**config.mk**
```make
export PLATFORM = sky130hd
export DESIGN_NAME = tcore_out_req
export DESIGN_NICKNAME = d
export VERILOG_FILES = /design/src/rtl/tcore_pkg.sv /design/src/rtl/tcore_out_req.sv
export VERILOG_INCLUDE_DIRS = /design/src /design/src/rtl
export SDC_FILE = /design/constraint.sdc
export NUM_CORES = 1
export LEC_CHECK = 0
export BUFFER_PORTS_ARGS = -buffer_cell sky130_fd_sc_hd__buf_2
export CORE_ASPECT_RATIO = 1.4
export CORE_MARGIN = 4
export CORE_UTILIZATION = 40
export CTS_CLUSTER_DIAMETER = 40
export DETAILED_ROUTE_END_ITERATION = 7
export GPL_TIMING_DRIVEN = 1
export PLACE_DENSITY = 0.71
export SYNTH_ARGS = -nofsm -noshare
export SYNTH_HDL_FRONTEND = slang
export SYNTH_SLANG_ARGS = --single-unit
```
**constraint.sdc**
```tcl
create_clock -name clock -period 2.4 [get_ports clock]
set_input_delay 0.36 -clock clock [delete_from_list [all_inputs] [get_ports clock]]
set_output_delay 0.36 -clock clock [all_outputs]
set_load 0.03 [all_outputs]
```
**src/rtl/tcore_defs.svh**
```systemverilog
// Register offsets, field positions and reset values of the output slice
`ifndef TCORE_DEFS_SVH
`define TCORE_DEFS_SVH
`define TCORE_OFS_OUT_EN    12'h050
`define TCORE_OFS_POLARITY  12'h054
`define TCORE_OFS_REQ_EN    12'h074
`define TCORE_OFS_FLAGS     12'h07C
`define TCORE_BIT_TRIG_DMA  26
`define TCORE_BIT_UPD_DMA   24
`define TCORE_BIT_CH_DMA    16
`define TCORE_BIT_TRIG_IRQ  10
`define TCORE_BIT_UPD_IRQ   8
`define TCORE_BIT_CH_IRQ    0
`define TCORE_REQ_EN_MASK   32'h050F050F
`define TCORE_CH_MASK       32'h00000055
`define TCORE_FLAG_MASK     32'h0000050F
`define TCORE_RST_VALUE     32'h00000000
`endif

```
**src/rtl/tcore_pkg.sv**
```systemverilog
// Types shared by the output and request slice
package tcore_pkg;
    // Hardware event strobes from the timer core
    typedef struct packed {
        logic       trig;      // Trigger event
        logic       overflow;  // Counter over or underflow
        logic       restart;   // Slave trigger restart
        logic [3:0] match;     // Counter equals compare value
    } tcore_evt_t;
    // Requests toward interrupt and DMA controllers
    typedef struct packed {
        logic       trig;
        logic       upd;
        logic [3:0] chan;
    } tcore_req_t;
endpackage : tcore_pkg

```
**src/rtl/tcore_out_req.sv**
```systemverilog
// Channel output gating, polarity and event request enables of the timer
//
// How it works
// Enable register at 0x074 holds all DMA and IRQ enables, reset zero
// Bit 26 lets trigger events raise a DMA request
// Bit 24 lets update events raise a DMA request
// Bits 19..16 let compare events of channels 3..0 raise DMA requests
// Bit 10 lets the trigger flag raise an interrupt
// Bit 8 lets the update flag raise an interrupt
// Bits 3..0 let compare flags of channels 3..0 raise interrupts
// Polarity at 0x054, bits 6,4,2,0; one means active low
// Channel output reaches its pin only while its enable bit is one
// Interrupt line is high while flag set and enable bit one
// Overflow, software generate or slave restart: update, sets flag
// Trigger flag set by hardware, held until software writes zero
// Compare flag set on match except in center-aligned counting
//
// Added by the designer: register access over APB.
`timescale 1ns/1ps
`default_nettype none
`include "tcore_defs.svh"
module tcore_out_req #(
    parameter int NCH = 4                       // Channel count
) (
    input  wire logic               clock,      // Peripheral clock
    input  wire logic               sys_rst,    // Synchronous reset
    input  wire logic               psel,       // APB select
    input  wire logic               penable,    // APB access phase
    input  wire logic               pwrite,     // APB write
    input  wire logic [11:0]        paddr,      // APB byte address
    input  wire logic [31:0]        pwdata,     // APB write data
    output logic      [31:0]        prdata,     // APB read data
    output logic                    pready,     // APB ready
    output logic                    pslverr,    // APB error
    input  wire logic [NCH-1:0]     chan_ref,   // Reference level per channel
    input  wire tcore_pkg::tcore_evt_t evt,     // Event strobes
    input  wire logic               center_mode, // Center-aligned counting
    input  wire logic               sw_update_generate, // Software update
    output logic      [NCH-1:0]     chan_pin_out, // Channel pin levels
    output tcore_pkg::tcore_req_t   irq_req,    // Interrupt request levels
    output tcore_pkg::tcore_req_t   dma_req     // DMA request pulses
);
    import tcore_pkg::*;

    logic [31:0] channel_output_enable;
    logic [31:0] output_polarity_config;
    logic [31:0] dma_and_interrupt_enable;
    logic [31:0] event_flags;
    logic        acc;
    logic        wr;
    logic        upd_evt;
    logic [NCH-1:0] match_evt;
    logic [31:0] flag_set;
    logic [31:0] next_flags;
    logic        mapped;
    wire logic [NCH-1:0] next_pin_out;

    // Address decode used only for the error response
    function automatic logic is_mapped(input logic [11:0] a);
        is_mapped = (a == `TCORE_OFS_OUT_EN) || (a == `TCORE_OFS_POLARITY) ||
                    (a == `TCORE_OFS_REQ_EN) || (a == `TCORE_OFS_FLAGS);
    endfunction : is_mapped

    // APB handshake, zero wait states
    assign acc     = psel && penable;
    assign wr      = acc && pwrite;
    assign pready  = 1'b1;
    assign mapped  = is_mapped(paddr);
    assign pslverr = acc && !mapped;

    // Update event sources
    assign upd_evt = evt.overflow || sw_update_generate || evt.restart;
    // Compare matches ignored in center-aligned counting
    assign match_evt = center_mode ? '0 : evt.match[NCH-1:0];

    // Hardware set vector for the flag register
    always_comb
    begin
        flag_set = '0;
        flag_set[`TCORE_BIT_TRIG_IRQ] = evt.trig;
        flag_set[`TCORE_BIT_UPD_IRQ]  = upd_evt;
        flag_set[NCH-1:0]             = match_evt;
    end

    // Flags: write zero clears, hardware set wins
    always_comb
    begin
        next_flags = event_flags;
        if (wr && paddr == `TCORE_OFS_FLAGS)
        begin
            next_flags = event_flags & pwdata;
        end
        next_flags = (next_flags | flag_set) & `TCORE_FLAG_MASK;
    end

    always_ff @(posedge clock)
    begin
        if (sys_rst)
            event_flags <= `TCORE_RST_VALUE;
        else
            event_flags <= next_flags;
    end

    // Configuration registers
    always_ff @(posedge clock)
    begin
        if (sys_rst)
        begin
            channel_output_enable    <= `TCORE_RST_VALUE;
            output_polarity_config   <= `TCORE_RST_VALUE;
            dma_and_interrupt_enable <= `TCORE_RST_VALUE;
        end
        else if (wr)
        begin
            case (paddr)
                `TCORE_OFS_OUT_EN:
                    channel_output_enable <= pwdata & `TCORE_CH_MASK;
                `TCORE_OFS_POLARITY:
                    output_polarity_config <= pwdata & `TCORE_CH_MASK;
                `TCORE_OFS_REQ_EN:
                    dma_and_interrupt_enable <= pwdata &
                                                `TCORE_REQ_EN_MASK;
                default:
                    ;
            endcase
        end
    end

    // Registered read data
    always_ff @(posedge clock)
    begin
        if (sys_rst)
            prdata <= '0;
        else if (psel && !penable && !pwrite)
        begin
            case (paddr)
                `TCORE_OFS_OUT_EN:   prdata <= channel_output_enable;
                `TCORE_OFS_POLARITY: prdata <= output_polarity_config;
                `TCORE_OFS_REQ_EN:   prdata <= dma_and_interrupt_enable;
                `TCORE_OFS_FLAGS:    prdata <= event_flags;
                default:             prdata <= '0;
            endcase
        end
    end

    // Per-channel output: polarity then gate
    genvar g;
    generate
        for (g = 0; g < NCH; g++)
        begin : g_chan
            assign next_pin_out[g] = channel_output_enable[2*g] ?
                (chan_ref[g] ^ output_polarity_config[2*g]) : 1'b0;
        end
    endgenerate

    // Pin levels registered in one process, one driver for the vector
    always_ff @(posedge clock)
    begin
        if (sys_rst)
            chan_pin_out <= '0;
        else
            chan_pin_out <= next_pin_out;
    end

    // Interrupt levels from flags and enables
    always_ff @(posedge clock)
    begin
        if (sys_rst)
            irq_req <= '0;
        else
        begin
            irq_req.trig <= next_flags[`TCORE_BIT_TRIG_IRQ] &&
                dma_and_interrupt_enable[`TCORE_BIT_TRIG_IRQ];
            irq_req.upd <= next_flags[`TCORE_BIT_UPD_IRQ] &&
                dma_and_interrupt_enable[`TCORE_BIT_UPD_IRQ];
            irq_req.chan <= next_flags[3:0] &
                dma_and_interrupt_enable[3:0];
        end
    end

    // DMA request pulses, one cycle after the event
    always_ff @(posedge clock)
    begin
        if (sys_rst)
            dma_req <= '0;
        else
        begin
            dma_req.trig <= evt.trig &&
                dma_and_interrupt_enable[`TCORE_BIT_TRIG_DMA];
            dma_req.upd <= upd_evt &&
                dma_and_interrupt_enable[`TCORE_BIT_UPD_DMA];
            dma_req.chan <= match_evt &
                dma_and_interrupt_enable[19:16];
        end
    end
endmodule : tcore_out_req
`default_nettype wire

```
==> summary.md, run 1 <==
| Metric | Value |
|---|---|
| Number of global-route vias before repair | 1973 |
| CTS sink cnt | 56 |
| Std cell rows | 32 |
| CP required | 2590 ps |
| Die W | 73.1 um |
| LEAKAGE | 1.26 nW |
| CTS tree | done |
| WP buf/inv | 1 |
| Final worst path period share | 79.6% |
| Power per cell area | 569 nW/um2 |
| Min-Delay Path Class | in2reg |
| Antenna Cells | 0 |
| CTS Root Cell | clkbuf_8 |
| Gpl congestion | 0.913 |
| Min-Delay Path Depth | 3 |
| Routed WL | 5680 um |
| Setup TNS | 0 ps |
| Synth Area per Inst | 8.89 um2 |
| Max Fclk | 523 MHz |
| Total CTS buffers | 5 |
| CP endpoint kind | flop |
| Chip height | 99.2 um |
| Setup crit start kind | input pin |
| Min Hold Slack | 284 ps |
| Layout area overhead | 19.8% |
| DR WL/cell | 13.9 um |
| Least-Margin Pin Slew | 564 ps |
| PortBufs | 74 |
| Worst r2r path cells | 4 |
| Core Region | 5650 um2 |
| Slew margin rel. | 62.3% |
| Post-CTS Resized | 0 |
| WP data arrival | 2100 ps |
| Clock skew | 11.0 ps |
| First-pass DRT Iterations | 4 |
| Initial DRC Count | 100 |
| WS Path Type | in2reg |
| CP Max Fanout | 12 |
| Cts hold-fix bufs | 0 |
| Core Util, Final | 50.4% |
| DRC Markers | 0 |
| Levels on crit path | 5 |
| Initial Utilization | 42.1% |
| Total grt overflow | 0 |
| Initial antenna violation count | 0 |
| Slowest cell on the critical path | or4_1 |
| First-pass GRT wire length | 9050 um |
| DP Wirelength | 4440 um |
| Post-CTS Setup Inserts | 0 |
| Synth Cell Area | 2370 um2 |
| Fraction of layout cells with a size suffix above 1 | 27.9% |
| Syn Inst Count | 267 |
| GRT Overall Usage | 15.9% |
| Pre-CTS setup slack | 166 ps |
| Layout Nets | 401 |
| Cells along the critical path | buf_2 -> or4_4 -> or4_1 -> o21ai_0 -> a21oi_1 |
| Final WS setup | 490 ps |
| Top delay family on crit path | simple AND/OR/NAND/NOR gates |
| Max Cap Viol | 0 |
| Maximum VDD drop | 0.216 mV |
| Clock-pin transition on the worst setup and hold timing paths | 100 ps |
| Routed Antenna Nets | 0 |
| Share of synthesized area occupied by flip-flops and latches | 47.2% |
| Yosys Warn Count | 0 |
| Seq cells post-synth | 56 |
| Htree depth | 2 |
| Largest net degree at the start of global routing | 43 |
| Status | completed |
| Critical Path Max Stage Delay | 750 ps |
| Final setup fails | 0 |
| Clk Latency, worst-skew pair | 310 ps |
| Clock tree buffer depth | 2 |
| Slew Limit Fails | 0 |
| Final hold violations | 0 |
| Die area | 7250 um2 |
| Vias per Instance | 4.98 |
| # IOs | 112 |
| Netlist cell types | 34 |
| Final min period | 1910 ps |
| RSZ-0062 raised after global routing | no |
| Vias | 2033 |
metrics by stage:
stage / cell area [um2] / total power (W) / std cells
final: 2840 / 0.00162 / 408
after global routing: 2840 / 0.00168 / 408
after global placement: 2750 / 0.00112 / 400
after detailed placement: 2750 / 0.00112 / 400
after CTS: 2840 / 0.00163 / 408
after floorplan: 2440 / 0.00108 / 284
per-layer routing:
| layer | track usage [%] | vias to the layer above | part of all wire (%) |
|---|---|---|---|
| li1 | - | 1031 | - |
| met3 | 3.54 | 12 | 6.4 |
| met1 | 18.9 | 917 | 42 |
| met4 | 7.81 | 0 | 2.4 |
| met5 | 0 | - | 0 |
| met2 | 26.5 | 73 | 50 |
registers in the layout, summed over array words and instances, names as in the netlist:
name                      cells
chan_pin_out                  4
event_flags                   6
prdata                       14
dma_and_interrupt_enable     12
dma_req                       6
output_polarity_config        4
irq_req                       6
channel_output_enable         4
kinds of logic (layout without fill, tap and decap cells):
group	Yosys count	count (layout)	synth area share, %
compound gates	52	52	11.7
xor+xnor	4	4	1.48
buf+inv	35	91	8.69
flops	56	56	47.2
mux	16	16	6.74
other cells	2	19	0.316
simple gates	102	102	23.9
cell usage after synthesis:
library cell  number  area share (%)
dfxtp_1           56              47
or3b_1             1            0.37
and2_1             5             1.3
xnor2_1            4             1.5
or4_4              1            0.47
o21ai_1           11             2.3
a211oi_1           5             1.6
mux2i_1           16             6.7
nand3b_1           3            0.95
inv_1              2            0.32
nor3b_1            2            0.63
or4_1              1            0.32
nor2b_1            4             1.1
nor2_1            14             2.2
o31ai_1            1            0.32
a21oi_1           24             5.1
nand3_1           23             4.8
conb_1             2            0.32
or2_2              2            0.53
nand2b_1          13             3.4
clkbuf_1          11             1.7
and3b_1            4             1.5
buf_2              3            0.63
o21ai_0            9             1.9
buf_4             19             6.0
nor3_2             1            0.42
or2_0              1            0.26
and3_1             1            0.26
or3_1              1            0.26
nand2_1           17             2.7
nor3_1             1            0.21
o22ai_1            2            0.53
nor4_1             6             1.6
or4b_4             1            0.58
cell usage in the layout (no fill, tap or decap), types with 2 or more instances in the layout:
cell type,netlist,final
a211oi_1,5,5
a21oi_1,24,24
and2_1,5,5
and3b_1,4,4
buf_2,3,74
buf_4,19,7
clkbuf_8,0,5
conb_1,2,19
dfxtp_1,56,56
inv_1,2,2
mux2i_1,16,16
nand2_1,17,17
nand2b_1,13,13
nand3_1,23,23
nand3b_1,3,3
nor2_1,14,14
nor2b_1,4,4
nor3b_1,2,2
nor4_1,6,5
o21ai_0,9,9
o21ai_1,11,11
o22ai_1,2,2
or2_2,2,2
xnor2_1,4,4
power by group:
group	switching, W	total (W)	internal (W)
logic	0.000108	0.000161	0.0000531
registers	0.00000358	0.000939	0.000935
clock network	0.000310	0.000518	0.000208
total	0.000422	0.00162	0.00120
path summary, 6_finish.rpt:
check | startpoint | endpoint | slack, ps
setup / recovery | paddr[1] | dma_and_interrupt_enable[3]$_SDFFE_PP0P_ | 490
hold / removal | chan_ref[1] | chan_pin_out[1]$_SDFF_PP0_ | 280
setup reg to reg | output_polarity_config[2]$_SDFFE_PP0P_ | prdata[2]$_SDFFE_PP0P_ | 1490
hold reg to reg | prdata[1]$_SDFFE_PP0P_ | prdata[1]$_SDFFE_PP0P_ | 450
tightest hold or removal path, stage by stage:
cell and delay, ps:
buf_2 90, xnor2_1 50, nor2_1 70
final cells by class:
class	count	area (um2)
clock buffers	5	68.8
clock inverters	3	21.3
fillers	554	2800
inverters	2	7.51
multi-input cells	193	1120
flip-flops and latches	56	1120
well taps	68	85.1
repair buffers	81	423
(Power assumes the default switching activity.)
==> inputs of run 2 (changes only) <==
--- a/config.mk
+++ b/config.mk
@@ -13,7 +13,7 @@
 export CTS_CLUSTER_DIAMETER = 40
 export DETAILED_ROUTE_END_ITERATION = 7
 export GPL_TIMING_DRIVEN = 1
-export PLACE_DENSITY = 0.71
+export PLACE_DENSITY = 0.74
 export SYNTH_ARGS = -nofsm -noshare
 export SYNTH_HDL_FRONTEND = slang
 export SYNTH_SLANG_ARGS = --single-unit
==> constraint.sdc (replaced) <==
create_clock -name clock -period 1.75 [get_ports clock]
set_input_delay 0.2625 -clock clock [delete_from_list [all_inputs] [get_ports clock]]
set_output_delay 0.2625 -clock clock [all_outputs]
set_load 0.03 [all_outputs]
==> run 2 against run 1 <==
Effect of this change:
- global-route usage fell by 0.40 points
- critical path depth rose by 1
- count of clock-buffer cells in the layout rose by 1
- first-iteration DRC count rose by 16%
- cell count rose by 2.7%
- routed wire length rose by 1.7%
- register-to-register slack got worse by 690 ps
- sequential share of layout area fell by 1.6 points
- clock skew fell by 0.99 ps
- sequential power rose by 37%
- largest cell class is now multi-input combinational cells
- highest routed layer unchanged
==> summary.md, run 2 (synthesis gave the netlist of run 1 again) <==
| Metric | Value |
|---|---|
| Design area | 2970 um2 |
| GRT Overall Usage | 15.5% |
| Pre-CTS setup slack | -259 ps |
| DR WL/cell | 13.8 um |
| LEAKAGE | 1.32 nW |
| Post-CTS Setup Inserts | 0 |
| Final min period | 1690 ps |
| Clk network pwr share | 35.4% |
| PortBufs | 74 |
| Slew Limit Fails | 0 |
| Core Region | 5650 um2 |
| Final worst path period share | 96.4% |
| WP buf/inv | 2 |
| Clk Latency, worst-skew pair | 300 ps |
| CP Max Fanout | 4 |
| Clock tree buffer depth | 2 |
| Least-Margin Pin Slew | 549 ps |
| First-pass DRT Iterations | 4 |
| Largest net degree at the start of global routing | 35 |
| Status | completed |
| First-pass GRT wire length | 8950 um |
| Slowest cell on the critical path | or4_4 |
| CTS sink cnt | 56 |
| WS Path Type | in2reg |
| Vias | 2106 |
| Initial DRC Count | 116 |
| Met1 GRT Util | 18.6% |
| CP required | 1930 ps |
| Internal power | 0.00180 W |
| Antenna Cells | 0 |
| Switching share of power | 23.8% |
| Largest registers | prdata (14), dma_and_interrupt_enable (12) |
| Final WS setup | 63.4 ps |
| Clock-pin transition on the worst setup and hold timing paths | 90 ps |
| Most frequent cells in the layout | buf_2 (73), dfxtp_1 (56), a21oi_1 (23), nand3_1 (23) |
| Min-Delay Path Class | in2reg |
| Commonest non-fill, non-tap cell in the layout | buf_2 |
| Fraction of layout cells with a size suffix above 1 | 30.8% |
| Multi-input logic area | 1130 um2 |
| DRC Markers | 0 |
| Fin cells | 419 |
| Final Power | 0.00236 W |
| Std cell rows | 32 |
| FF/Latch Area | 1120 um2 |
| Gpl congestion | 0.865 |
| # fillers | 551 |
| Cells along the critical path | buf_2 -> or4_4 -> buf_4 -> nor3_2 -> nand3b_1 -> mux2i_1 |
| DP Wirelength | 4520 um |
| Max Fclk | 593 MHz |
| WP data arrival | 1870 ps |
| Total CTS buffers | 5 |
| RSZ-0062 raised after global routing | no |
| Max reg flops | 14 |
| Routed WL | 5780 um |
| Htree depth | 2 |
| CTS tree | done |
| Slew margin rel. | 63.3% |
| Chip height | 99.2 um |
| Switching power | 0.000562 W |
| Logic pwr share | 10.1% |
| Placed insts | 411 |
| Clock skew | 9.99 ps |
| Die area | 7250 um2 |
| Seq pwr share | 54.5% |
| CP endpoint kind | flop |
| Critical Path Max Stage Delay | 560 ps |
| Met3 usage | 2.73% |
| Maximum VDD drop | 0.449 mV |
| Most flops, register | prdata |
| Final setup fails | 0 |
| Total grt overflow | 0 |
| Setup crit start kind | input pin |
| Cts hold-fix bufs | 0 |
| Final hold violations | 0 |
| Power per cell area | 797 nW/um2 |
| CTS Root Cell | clkbuf_8 |
| Number of global-route vias before repair | 1973 |
| Layout area overhead | 24.9% |
| Layout Nets | 412 |
| Top delay family on crit path | simple AND/OR/NAND/NOR gates |
| Die W | 73.1 um |
| Initial antenna violation count | 0 |
| Met2 Use GR | 26.6% |
| Global route hottest layer | met2 |
| Area post-placement | 2840 um2 |
| Initial Utilization | 42.1% |
| # IOs | 112 |
| Vias per Instance | 5.03 |
| Max Cap Viol | 0 |
| Routed Antenna Nets | 0 |
## run 2: final timing paths
kind,from,endpoint,slack (ps),depth (start not counted)
max,paddr[1],channel_output_enable[2]$_SDFFE_PP0P_,60,6
min,chan_ref[2],chan_pin_out[2]$_SDFF_PP0_,200,3
max reg2reg,output_polarity_config[2]$_SDFFE_PP0P_,prdata[2]$_SDFFE_PP0P_,800,4
min reg2reg,prdata[3]$_SDFFE_PP0P_,prdata[3]$_SDFFE_PP0P_,450,2
## run 2: layout make-up
cell class / count / area share, %
multi-input cells: 193 / 38.2
flip-flops and latches: 56 / 37.8
repair buffers: 92 / 17.1
well taps: 68 / 2.87
clock buffers: 6 / 2.45
clock inverters: 2 / 1.31
inverters: 2 / 0.253
## run 2: layer usage
metal	vias to the layer above	share of wire (%)
li1	1050	-
met1	965	40
met2	80	51
met3	11	7.1
met4	0	2.1
met5	-	0
## run 2: worst min-delay path, delay by kind of cell
kind,cells,cell delay [ps]
simple gates,1,70
xor+xnor,1,50
buf+inv,1,80
## run 2: power groups by stage
stage	sequential (W)	clock, W	combinational, W
after floorplan	0.00132	0	0.000172
after global placement	0.00132	0	0.000228
after detailed placement	0.00132	0	0.000232
after CTS	0.00129	0.000867	0.000233
after global routing	0.00129	0.000923	0.000255
final	0.00129	0.000837	0.000238
## run 2: what timing repair did
action,in CTS,in global routing
gates resized for setup,1,4
pin swaps,0,1
setup endpoints to repair,1,3
## run 2: stage by stage
step	util, %	setup TNS (ps)	hold slack (ps)
2_1_floorplan	-	-179	383
5_1_grt	52.5	0	195
3_3_place_gp	50.3	-4670	434
3_5_place_dp	50.3	-5630	439
6_report	52.5	0	196
4_1_cts	52.3	0	191
